## config.mk

```make
export PLATFORM = sky130hd
export DESIGN_NAME = port_mirror_vlan_policy_ctrl
export DESIGN_NICKNAME = d
export VERILOG_FILES = /design/src/logic/policy_pkg.sv /design/src/logic/port_policy_decide.sv /design/src/logic/port_mirror_vlan_policy_ctrl.sv
export SDC_FILE = /design/constraint.sdc
export NUM_CORES = 1
export LEC_CHECK = 0
export BUFFER_PORTS_ARGS = -buffer_cell sky130_fd_sc_hd__clkbuf_2
export CAP_MARGIN = 20
export CORE_MARGIN = 1.5
export CORE_UTILIZATION = 40
export DETAILED_ROUTE_END_ITERATION = 10
export HOLD_SLACK_MARGIN = 0.12
export MAX_ROUTING_LAYER = met4
export PLACE_DENSITY_LB_ADDON = 0.3
export SETUP_SLACK_MARGIN = 0.02
export SLEW_MARGIN = 20
export SYNTH_ARGS = -nofsm -noshare
export SYNTH_HDL_FRONTEND = slang
export SYNTH_SLANG_ARGS = --single-unit
```

## constraint.sdc

```tcl
create_clock -name aclk -period 4.12 [get_ports aclk]
set_clock_uncertainty 0.15 [all_clocks]
set_input_delay 0.412 -clock aclk [delete_from_list [all_inputs] [get_ports aclk]]
set_output_delay 0.412 -clock aclk [all_outputs]
set_load 0.1 [all_outputs]
```

## src/logic/policy_pkg.sv

```systemverilog
package policy_pkg;

  localparam int NUM_PORTS = 3;

  // Register indices; the byte address of a register is four times its index.
  localparam logic [7:0] PORT_BASE_IDX = 8'h10;
  localparam logic [7:0] PORT_STRIDE_IDX = 8'h10;
  localparam logic [7:0] SLOT_QUEUE_CTRL = 8'h00;
  localparam logic [7:0] SLOT_CTRL_A = 8'h01;
  localparam logic [7:0] SLOT_CTRL_B = 8'h02;
  localparam logic [7:0] SLOT_TAG_HI = 8'h03;
  localparam logic [7:0] SLOT_TAG_LO = 8'h04;
  localparam logic [7:0] PORT1_POLICY_CTRL_B_IDX = 8'h12;
  localparam logic [7:0] PORT2_POLICY_CTRL_B_IDX = 8'h22;
  localparam logic [7:0] PORT3_POLICY_CTRL_B_IDX = 8'h32;

  // Fields of port_mirror_vlan_ctrl_a.
  localparam int MIRROR_DEST_BIT = 7;
  localparam int RX_MONITOR_BIT = 6;
  localparam int TX_MONITOR_BIT = 5;
  localparam int DOUBLE_TAG_BIT = 4;
  localparam int PRIO_CEIL_BIT = 3;
  localparam int MEMBER_MSB = 2;
  localparam int MEMBER_LSB = 0;

  // Fields of portN_policy_ctrl_b.
  localparam int SPLIT2_BIT = 7;
  localparam int INGRESS_FILTER_BIT = 6;
  localparam int DISCARD_NON_DEFAULT_BIT = 5;
  localparam logic [7:0] CTRL_B_WMASK = 8'hE0;

  // Queue control holds only the four-queue split bit.
  localparam int SPLIT4_BIT = 0;

  // Default tag layout: priority in the top three bits, VID in the low twelve.
  localparam int TAG_PRIO_MSB = 15;
  localparam int TAG_PRIO_LSB = 13;
  localparam int TAG_VID_MSB = 11;

  localparam logic [7:0] CTRL_A_RESET = 8'h07;
  localparam logic [7:0] CTRL_B_RESET = 8'h00;
  localparam logic [7:0] TAG_HI_RESET = 8'h00;
  localparam logic [7:0] TAG_LO_RESET = 8'h01;
  localparam logic SPLIT4_RESET = 1'b0;

  localparam logic [1:0] RESP_OKAY = 2'h0;
  localparam logic [1:0] RESP_SLVERR = 2'h2;

endpackage

```

## src/logic/port_policy_decide.sv

```systemverilog
`timescale 1ns/1ps

// Combinational forwarding policy for one frame, from the current register image.
module port_policy_decide (
  input wire logic [policy_pkg::NUM_PORTS-1:0][7:0] ctrl_a,
  input wire logic [policy_pkg::NUM_PORTS-1:0][7:0] ctrl_b,
  input wire logic [policy_pkg::NUM_PORTS-1:0][15:0] def_tag,
  input wire logic [1:0] ingress_port,
  input wire logic [11:0] vid,
  input wire logic [2:0] prio,
  input wire logic [policy_pkg::NUM_PORTS-1:0] fwd_map,
  input wire logic [policy_pkg::NUM_PORTS-1:0] vlan_member,
  output logic drop,
  output logic [policy_pkg::NUM_PORTS-1:0] dest_map,
  output logic monitored,
  output logic double_tag,
  output logic [15:0] out_tag,
  output logic [2:0] out_prio
);
  import policy_pkg::*;

  logic [NUM_PORTS-1:0] mirror_ports;
  logic [NUM_PORTS-1:0] tx_watch;
  logic [7:0] a;
  logic [7:0] b;
  logic [15:0] pt;
  logic [NUM_PORTS-1:0] member;
  logic bad_port;

  for (genvar p = 0; p < NUM_PORTS; p++) begin : g_port
    assign mirror_ports[p] = ctrl_a[p][MIRROR_DEST_BIT];
    assign tx_watch[p] = ctrl_a[p][TX_MONITOR_BIT];
  end

  // An ingress index beyond the last port selects nothing and drops the frame.
  assign bad_port = (ingress_port > 2'(NUM_PORTS - 1));
  assign a = bad_port ? 8'h00 : ctrl_a[ingress_port];
  assign b = bad_port ? 8'h00 : ctrl_b[ingress_port];
  assign pt = bad_port ? 16'h0000 : def_tag[ingress_port];
  // Bit 0 is port 1, bit 1 port 2, bit 2 port 3, same order as fwd_map.
  assign member = a[MEMBER_MSB:MEMBER_LSB];

  always_comb begin
    drop = bad_port;
    if (b[INGRESS_FILTER_BIT] && !bad_port && !vlan_member[ingress_port]) begin
      drop = 1'b1;
    end
    if (b[DISCARD_NON_DEFAULT_BIT] && (vid != pt[TAG_VID_MSB:0])) begin
      drop = 1'b1;
    end
    dest_map = fwd_map & member;
    monitored = a[RX_MONITOR_BIT] || (|(dest_map & tx_watch));
    if (drop) begin
      monitored = 1'b0;
      dest_map = '0;
    end else if (monitored) begin
      dest_map = dest_map | mirror_ports;
    end
    double_tag = a[DOUBLE_TAG_BIT] && !drop;
    out_tag = pt;
    out_prio = prio;
    if (a[PRIO_CEIL_BIT] && (prio > pt[TAG_PRIO_MSB:TAG_PRIO_LSB])) begin
      out_prio = pt[TAG_PRIO_MSB:TAG_PRIO_LSB];
    end
  end

endmodule

```

## src/logic/port_mirror_vlan_policy_ctrl.sv

```systemverilog
`timescale 1ns/1ps

module port_mirror_vlan_policy_ctrl #(
  parameter int ADDR_W = 8
) (
  input wire logic aclk,
  input wire logic aresetn,
  input wire logic [ADDR_W-1:0] s_axi_awaddr,
  input wire logic s_axi_awvalid,
  output logic s_axi_awready,
  input wire logic [31:0] s_axi_wdata,
  input wire logic [3:0] s_axi_wstrb,
  input wire logic s_axi_wvalid,
  output logic s_axi_wready,
  output logic [1:0] s_axi_bresp,
  output logic s_axi_bvalid,
  input wire logic s_axi_bready,
  input wire logic [ADDR_W-1:0] s_axi_araddr,
  input wire logic s_axi_arvalid,
  output logic s_axi_arready,
  output logic [31:0] s_axi_rdata,
  output logic [1:0] s_axi_rresp,
  output logic s_axi_rvalid,
  input wire logic s_axi_rready,
  input wire logic req_valid,
  input wire logic [1:0] req_ingress_port,
  input wire logic [11:0] req_vid,
  input wire logic [2:0] req_prio,
  input wire logic [policy_pkg::NUM_PORTS-1:0] req_fwd_map,
  input wire logic [policy_pkg::NUM_PORTS-1:0] req_vlan_member,
  output logic res_valid,
  output logic res_drop,
  output logic [policy_pkg::NUM_PORTS-1:0] res_dest_map,
  output logic res_monitored,
  output logic res_double_tag,
  output logic [15:0] res_tag,
  output logic [2:0] res_prio,
  output logic [policy_pkg::NUM_PORTS-1:0] txq_split4,
  output logic [policy_pkg::NUM_PORTS-1:0] txq_split2
);
  import policy_pkg::*;

  // The whole block state lives in one record, so reset and next-state logic stay in one place.
  typedef struct packed {
    logic awready;
    logic aw_have;
    logic [ADDR_W-1:0] awaddr;
    logic wready;
    logic w_have;
    logic [7:0] wbyte;
    logic wlane0;
    logic bvalid;
    logic [1:0] bresp;
    logic arready;
    logic rvalid;
    logic [31:0] rdata;
    logic [1:0] rresp;
    logic [NUM_PORTS-1:0] split4;
    logic [NUM_PORTS-1:0] split2;
    logic [NUM_PORTS-1:0][7:0] ctrl_a;
    logic [NUM_PORTS-1:0][7:0] ctrl_b;
    logic [NUM_PORTS-1:0][15:0] def_tag;
    logic res_valid;
    logic res_drop;
    logic [NUM_PORTS-1:0] res_dest;
    logic res_mon;
    logic res_dtag;
    logic [15:0] res_tag;
    logic [2:0] res_prio;
  } state_t;

  state_t s_q;
  state_t s_d;

  logic dec_drop;
  logic [NUM_PORTS-1:0] dec_dest;
  logic dec_mon;
  logic dec_dtag;
  logic [15:0] dec_tag;
  logic [2:0] dec_prio;

  // Finds which port block and which slot a word address selects.
  // The two low address bits are ignored, so an unaligned access lands on its enclosing word.
  function automatic logic find_reg(input logic [ADDR_W-1:0] addr, output logic [1:0] port,
                                    output logic [7:0] slot);
    logic [7:0] idx;
    logic hit;
    idx = {2'h0, addr[7:2]};
    hit = 1'b0;
    port = 2'h0;
    slot = 8'h00;
    for (int p = 0; p < NUM_PORTS; p++) begin
      for (int k = 0; k <= int'(SLOT_TAG_LO); k++) begin
        if (idx == PORT_BASE_IDX + 8'(p) * PORT_STRIDE_IDX + 8'(k)) begin
          hit = 1'b1;
          port = 2'(p);
          slot = 8'(k);
        end
      end
    end
    return hit;
  endfunction

  // Reset image of the whole state.
  function automatic state_t reset_state();
    state_t r;
    r = '0;
    // Ready signals start high so the first access after reset is taken at once.
    r.awready = 1'b1;
    r.wready = 1'b1;
    r.arready = 1'b1;
    for (int p = 0; p < NUM_PORTS; p++) begin
      r.ctrl_a[p] = CTRL_A_RESET;
      r.ctrl_b[p] = CTRL_B_RESET;
      r.def_tag[p] = {TAG_HI_RESET, TAG_LO_RESET};
      r.split4[p] = SPLIT4_RESET;
    end
    return r;
  endfunction

  // The policy decision is purely combinational from the register image; only its result is
  // registered, which keeps the answer exactly one cycle after the request.
  port_policy_decide u_decide (
    .ctrl_a(s_q.ctrl_a),
    .ctrl_b(s_q.ctrl_b),
    .def_tag(s_q.def_tag),
    .ingress_port(req_ingress_port),
    .vid(req_vid),
    .prio(req_prio),
    .fwd_map(req_fwd_map),
    .vlan_member(req_vlan_member),
    .drop(dec_drop),
    .dest_map(dec_dest),
    .monitored(dec_mon),
    .double_tag(dec_dtag),
    .out_tag(dec_tag),
    .out_prio(dec_prio)
  );

  always_comb begin
    logic [1:0] wport;
    logic [7:0] wslot;
    logic whit;
    logic [1:0] rport;
    logic [7:0] rslot;
    logic rhit;
    wport = 2'h0;
    wslot = 8'h00;
    rport = 2'h0;
    rslot = 8'h00;
    whit = 1'b0;
    rhit = 1'b0;
    s_d = s_q;

    // Write path: address and data may arrive in either order.
    // Whichever half comes first waits in the state until the other one arrives.
    if (s_q.bvalid && s_axi_bready) begin
      s_d.bvalid = 1'b0;
    end
    if (s_axi_awvalid && s_q.awready) begin
      s_d.aw_have = 1'b1;
      s_d.awaddr = s_axi_awaddr;
    end
    if (s_axi_wvalid && s_q.wready) begin
      s_d.w_have = 1'b1;
      s_d.wbyte = s_axi_wdata[7:0];
      s_d.wlane0 = s_axi_wstrb[0];
    end
    whit = find_reg(s_d.awaddr, wport, wslot);
    if (s_d.aw_have && s_d.w_have && !s_d.bvalid) begin
      s_d.aw_have = 1'b0;
      s_d.w_have = 1'b0;
      s_d.bvalid = 1'b1;
      // An address outside the port blocks is answered with an error and changes nothing.
      s_d.bresp = whit ? RESP_OKAY : RESP_SLVERR;
      // Registers are one byte wide, so only lane 0 carries data.
      if (whit && s_d.wlane0) begin
        case (wslot)
          SLOT_QUEUE_CTRL: begin
            s_d.split4[wport] = s_d.wbyte[SPLIT4_BIT];
          end
          SLOT_CTRL_A: begin
            s_d.ctrl_a[wport] = s_d.wbyte;
          end
          SLOT_CTRL_B: begin
            // Bits 4 to 0 are not implemented here and always read back as zero.
            s_d.ctrl_b[wport] = s_d.wbyte & CTRL_B_WMASK;
          end
          SLOT_TAG_HI: begin
            s_d.def_tag[wport][15:8] = s_d.wbyte;
          end
          SLOT_TAG_LO: begin
            s_d.def_tag[wport][7:0] = s_d.wbyte;
          end
          default: begin
            s_d.bresp = RESP_SLVERR;
          end
        endcase
      end
    end
    // New writes are refused while a response waits, so at most one write is in flight.
    s_d.awready = !s_d.aw_have && !s_d.bvalid;
    s_d.wready = !s_d.w_have && !s_d.bvalid;

    // Queue split outputs follow the registers in the same edge.
    for (int p = 0; p < NUM_PORTS; p++) begin
      // If software breaks the exclusion, the four-queue split wins.
      s_d.split2[p] = s_d.ctrl_b[p][SPLIT2_BIT] && !s_d.split4[p];
    end

    // Read path: one outstanding read, answered one edge after it is taken.
    // Data come from the registers as they stood before the edge, so a read that meets a write to
    // the same register in one cycle returns the old value.
    if (s_q.rvalid && s_axi_rready) begin
      s_d.rvalid = 1'b0;
    end
    rhit = find_reg(s_axi_araddr, rport, rslot);
    if (s_axi_arvalid && s_q.arready) begin
      s_d.rvalid = 1'b1;
      s_d.rresp = rhit ? RESP_OKAY : RESP_SLVERR;
      s_d.rdata = 32'h0000_0000;
      if (rhit) begin
        case (rslot)
          SLOT_QUEUE_CTRL: begin
            s_d.rdata[SPLIT4_BIT] = s_q.split4[rport];
          end
          SLOT_CTRL_A: begin
            s_d.rdata[7:0] = s_q.ctrl_a[rport];
          end
          SLOT_CTRL_B: begin
            s_d.rdata[7:0] = s_q.ctrl_b[rport];
          end
          SLOT_TAG_HI: begin
            s_d.rdata[7:0] = s_q.def_tag[rport][15:8];
          end
          SLOT_TAG_LO: begin
            s_d.rdata[7:0] = s_q.def_tag[rport][7:0];
          end
          default: begin
            s_d.rresp = RESP_SLVERR;
          end
        endcase
      end
    end
    // The next read address is refused until the present data have been taken.
    s_d.arready = !s_d.rvalid;

    // Decisions use the register image as it stood before this edge's write.
    // A request never waits; the result fields hold until the next request replaces them.
    s_d.res_valid = req_valid;
    if (req_valid) begin
      s_d.res_drop = dec_drop;
      s_d.res_dest = dec_dest;
      s_d.res_mon = dec_mon;
      s_d.res_dtag = dec_dtag;
      s_d.res_tag = dec_tag;
      s_d.res_prio = dec_prio;
    end
  end

  // The reset is synchronous and puts the whole record back to its reset image in one edge.
  always_ff @(posedge aclk) begin
    if (!aresetn) begin
      s_q <= reset_state();
    end else begin
      s_q <= s_d;
    end
  end

  // Every output is a plain copy of a register, so no combinational path reaches a port.
  assign s_axi_awready = s_q.awready;
  assign s_axi_wready = s_q.wready;
  assign s_axi_bresp = s_q.bresp;
  assign s_axi_bvalid = s_q.bvalid;
  assign s_axi_arready = s_q.arready;
  assign s_axi_rdata = s_q.rdata;
  assign s_axi_rresp = s_q.rresp;
  assign s_axi_rvalid = s_q.rvalid;
  assign res_valid = s_q.res_valid;
  assign res_drop = s_q.res_drop;
  assign res_dest_map = s_q.res_dest;
  assign res_monitored = s_q.res_mon;
  assign res_double_tag = s_q.res_dtag;
  assign res_tag = s_q.res_tag;
  assign res_prio = s_q.res_prio;
  assign txq_split4 = s_q.split4;
  assign txq_split2 = s_q.split2;

endmodule

```

* Yosys cells after proc, flatten, opt, wreduce, memory -nomap -nowiden *
Index checks and enable logic that the tools add are counted.

storage, ports and cells
  register bits after elaboration = 164
  bits of input ports = 83
  output and inout bits = 73
  logic and storage cells = 262

cells by class
  magnitude comparators = 6
  equality and inequality tests = 39
  multiplexer cells = 139
  bitwise gates (word level) = 3
  reduce and logical (&&, ||, !) cells = 40

operators with widths
  cell                number
  $mux 8              30
  $mux 72             2
  $eq 6x6->1 const B  20
  $bwmux 48           2
  $pmux 48 s2         1
  $bmux 16 s2         2
  $bmux 8 s2          4
  $demux 16 s2        2
  $mux 16             4
  $eq 6x5->1 const B  10
  $bwmux 24           2
  $mux 2              23
  $mux 1              44
  $mux 35             1
  $eq 8x2->1 const B  4
  $mux 7              4
  $pmux 7 s4          1
  $mux 24             1
  $mux 3              7
  $mux 10             2
  $logic_and 1x1->1   19
  $demux 8 s2         1
  $eq 8x1->1 const B  2
  $eq 8x3->1 const B  2
  other kinds (19)    37

* Longest topological paths before layout *
  depth after elaboration = 24
  depth in mapped cells = 13
  gate-level depth less buffers = 11

* Modules after synthesis *
A second synthesis with hierarchy kept.

unflattened totals
  cells, all modules = 849
  area, all modules = 7,623.6 sq um

by module, submodules not included
  module                        instances  cells each  area each (sq um)  seq. area each (sq um)
  port_mirror_vlan_policy_ctrl  1          722         6,712.7            2,902.8
  port_policy_decide            1          127         910.9              0.0

* Worst setup path after synthesis *
No wires, ideal clock.

  path kind = register -> register
  start = register s_q (netlist bit s_axi_awready)
  end = register s_q[114] in the netlist's numbering
  library setup time = 129 ps
  arrival = 2,969 ps
  required time = 3,841 ps
  path slack = 871 ps
  cell stages (with the launch flop) = 10
  buffers on the path = 2
  period minus slack after synthesis = 3,249 ps
  cell sequence = dfxtp_1 > buf_4 > a21oi_1 > nor3_1 > nand3b_1 > or4_4 > nor3_2 > buf_4 > mux2i_1 > nand2_1

between the ends
  word-level cells in the longest chain between the ends = 20
  elaborated cells on any way between the ends = 67
  those cells by class = 2 x order compare; 16 x eq/ne; 43 x mux; 6 x reduce/logical

ends and longest elaborated chain
  item                                                             line                                 RTL
  start: declaration                                               port_mirror_vlan_policy_ctrl.sv:72   state_t s_q;
  start signal: assignment                                         port_mirror_vlan_policy_ctrl.sv:264  s_q <= reset_state();
  $logic_and 1x1->1 *                                              port_mirror_vlan_policy_ctrl.sv:160  if (s_axi_awvalid && s_q.awready) begin
  $mux 9 *                                                         port_mirror_vlan_policy_ctrl.sv:160
  parallel branches: the longest is 18 deep, another holds $mux 8  -

Mark *: on every way between the ends.
A chain may end at the register's enable or synchronous reset.

* Worst setup path in the final report *
  start = input req_ingress_port[1]
  end = register s_q (netlist bit res_monitored)

between the ends
  word-level cells in the longest chain between the ends = 8
  elaborated cells on any way between the ends = 25
  those cells by class = 1 x order compare; 1 x eq/ne; 14 x mux; 2 x bitwise; 7 x reduce/logical

ends and longest elaborated chain
  item                                                     line                                                RTL
  start: declaration                                       port_mirror_vlan_policy_ctrl.sv:26                  input wire logic [1:0] req_ingress_port,
  $bmux 8 s2 (on tied branches)                            port_policy_decide.sv:37, port_policy_decide.sv:38
  $mux 7 (on tied branches) (2 in a row)                   port_policy_decide.sv:37, port_policy_decide.sv:38
  $and 3x3->3 / $logic_and 1x1->1 (equally long branches)  port_policy_decide.sv:51, port_policy_decide.sv:45
  $and 3x3->3 / $logic_and 1x1->1 (equally long branches)  port_policy_decide.sv:52, port_policy_decide.sv:45
  $reduce_or 3->1 / $mux 1 (equally long branches)         port_policy_decide.sv:52, port_policy_decide.sv:45
  $logic_or 1x1->1 / $mux 1 (equally long branches)        port_policy_decide.sv:52, port_policy_decide.sv:48
  $mux 1 *                                                 port_policy_decide.sv:53                            if (drop) begin

Mark *: on every way between the ends. The rest lies on a longest branch, timed or not. The select of a mux whose other input is x is not followed.

==> out/qor.yml <==
outcome: "finished with violations"
violations: "DRC"
synthFlopType: "dfxtp_1"
seq_area_frac_synth: 0.390
post-route-drc-count: 13
fin_nets: 986
ys_ff_latch: 145
power_density_nw_per_um2: 448
hp-class: "input pin to flop"
cts_resized: 0
post-route-util: 0.469
switching_share: 0.302
syn_area_per_cell_um2: 8.79
post-place-ws_ns: 0.970
rows: 49
die_w_um: 139
slew_headroom: 0.394
dpl-instance-area_um2: 7800
final_max_slew_viol_count: 0
post_drt_wl_per_cell_um: 18.2
grt_pass1_wl_mm: 32.7
postCtsSetupBuffers: 0
cp.required_ns: 4.29
synth_top_area_frac: 0.390
setup_viol: 0
htreeDepth: 4
cts_buffer_depth: 2
io_buffers: 98
gr-total-overflow: 0
wirelength_mm: 20.8
rsz0062_at_grt: "no"
cp-start-kind: "input pin"
drtPass1Iterations: 11
fin_area_um2: 8470
fin_crit_ns: 2.94
synth_area_leaders: "dfxtp_1 39%, mux2i_1 13%, buf_4 7.0%"
slowest_stage: "a31oi_1"
avgViaCountPerCell: 5.53
place_inst: 1106
p_leak_nw: 3.56
layoutNonFillerInstCount: 1142
initial_utilization: 0.412
worst_slew_pin_slew_ns: 0.884
vdd_drop_max_v: 0.000296
dieArea_um2: 19500
clkPwrFrac: 0.435
globalRouteTotalUtil: 0.223
max_stage_delay_ns: 0.61
p_switching_mw: 1.15
syn_to_final_growth_pct: 13.7
setup_ws_ns: 1.18
worstSetupEndpointType: "flop"
synth_common_cells: "145 x dfxtp_1, 128 x nor2_1, 98 x mux2i_1, 69 x buf_4, 54 x nand2_1"
clock_latency_ns: 0.43
syn_inst: 848
cp_cell_sequence: "clkbuf_2, buf_12, mux2i_1, a2bb2oi_1, a221o_1, nor4_1, a31oi_1, nor2_1, a31o_2"
antenna_cells: 0
async_reset_ff_frac: 0
antenna_found_initial: 0
synth_edf_count: 0
whs_ns: 0.170
clkSlewWorstSetupHoldPaths_ns: 0.06
vias: 6315
fillers: 1771
yosysTopAreaCell: "dfxtp_1"
fin_crit_sh: 0.713
cts_root_buf: "clkbuf_16"
core_area_um2: 18100
grt_pass1_vias: 5810
drtAntennaViolNets: 0
p_int_mw: 2.65
pwr-share-comb: 0.177
io-pin-count: 156
setup_tns_ns: 0
cap_violations: 0
drive_above_1_share: 0.200
cts_sinks: 145
worstPathMaxFanout: 28
yosys_warnings: 0
syn_area_um2: 7450
dpl.hpwl_mm: 14.6
timing_hold_violations_final: 0
synth_most_common_cell: "dfxtp_1"
p_seq_frac: 0.388
cts_buffers: 17
drt_iter0_drc: 650
finalWeightedCongestion: 0.873
p_total_mw: 3.80
critical_path_arrival_ns: 3.11
max_freq_mhz: 340
cts_tree: "done"
grt_max_degree: 88
die_y_um: 139
path_class: "input pin to flop"
ys_types: 69
cells by family (layout without fill, tap and decap cells):
logic type / after synthesis / in the layout / synth area share
buf+inv: 127 / 167 / 0.101
mux: 113 / 113 / 0.156
fa+ha+maj: 3 / 3 / 0.00504
compound gates: 183 / 183 / 0.168
flops: 145 / 145 / 0.390
simple gates: 266 / 266 / 0.168
other cells: 1 / 26 / 0.000503
xor+xnor: 10 / 10 / 0.0118
worst max-delay path: cells and delay by family:
family	cells	cell delay, ns
AO/OA/AOI/OAI	4	1.73
buffers and inverters	2	0.35
multiplexers	1	0.32
AND/OR/NAND/NOR	2	0.29
registers in the layout (all words and copies together), names as in the netlist:
signal	count
s_q	98
res_tag	16
s_axi_rdata	8
res_dest_map	3
res_prio	3
txq_split2	3
txq_split4	3
res_double_tag	1
res_drop	1
res_monitored	1
res_valid	1
s_axi_arready	1
s_axi_awready	1
s_axi_bresp	1
s_axi_bvalid	1
s_axi_rresp	1
s_axi_rvalid	1
s_axi_wready	1
area by class of cell:
| cell class | count | area, µm² | share of cell area |
|---|---|---|---|
| clock buffer | 24 | 512 | 0.0604 |
| clock inverter | 8 | 124 | 0.0146 |
| inverter | 16 | 60.1 | 0.00709 |
| multi-input combinational | 601 | 3910 | 0.462 |
| sequential | 145 | 2900 | 0.343 |
| tap | 229 | 287 | 0.0338 |
| timing repair buffer | 119 | 678 | 0.0800 |
cells in the final DEF, fill, tap and decap left out, types with 14 or more instances in the layout:
| cell | count |
|---|---|
| buf_4 | 15 |
| mux2_2 | 14 |
| a21oi_1 | 53 |
| nor2_1 | 128 |
| dfxtp_1 | 145 |
| nand2_1 | 54 |
| o21ai_0 | 27 |
| inv_1 | 14 |
| clkbuf_2 | 99 |
| a211oi_1 | 30 |
| nor3_1 | 15 |
| mux2i_1 | 98 |
| clkbuf_16 | 17 |
| conb_1 | 26 |
final timing paths:
kind / from / end / slack (ns) / cells after the start
max: req_ingress_port[1] / res_monitored$_SDFFE_PN0P_ / 1.18 / 9
min: s_axi_rready / s_axi_rvalid$_SDFF_PN0_ / 0.17 / 3
max reg2reg: s_q[66]$_SDFFE_PN0P_ / res_monitored$_SDFFE_PN0P_ / 1.27 / 7
min reg2reg: s_axi_rdata[0]$_SDFFE_PN0P_ / s_axi_rdata[0]$_SDFFE_PN0P_ / 0.30 / 2
power groups by stage:
stage	Combinational (mW)	Sequential, mW	Clock, mW
after floorplan	0.480	1.57	0
after global placement	0.662	1.50	0
after detailed placement	0.664	1.50	0
after CTS	0.668	1.47	1.67
after global routing	0.710	1.48	1.73
final	0.671	1.47	1.65
metal layers:
| metal | wire length [µm] | global-route usage | vias to the layer above | part of all wire |
|---|---|---|---|---|
| li1 | - | - | 3044 | - |
| met1 | 9970 | 0.308 | 2993 | 0.48 |
| met2 | 8870 | 0.318 | 249 | 0.43 |
| met3 | 1490 | 0.0423 | 29 | 0.071 |
| met4 | 502 | 0.0918 | 0 | 0.024 |
| met5 | 0 | - | - | 0 |
repair_timing:
item,in CTS,in global routing
hold buffers,3,0
endpoints found under the setup margin,0,0
endpoints found under the hold margin,3,0
(Power assumes the default switching activity.)
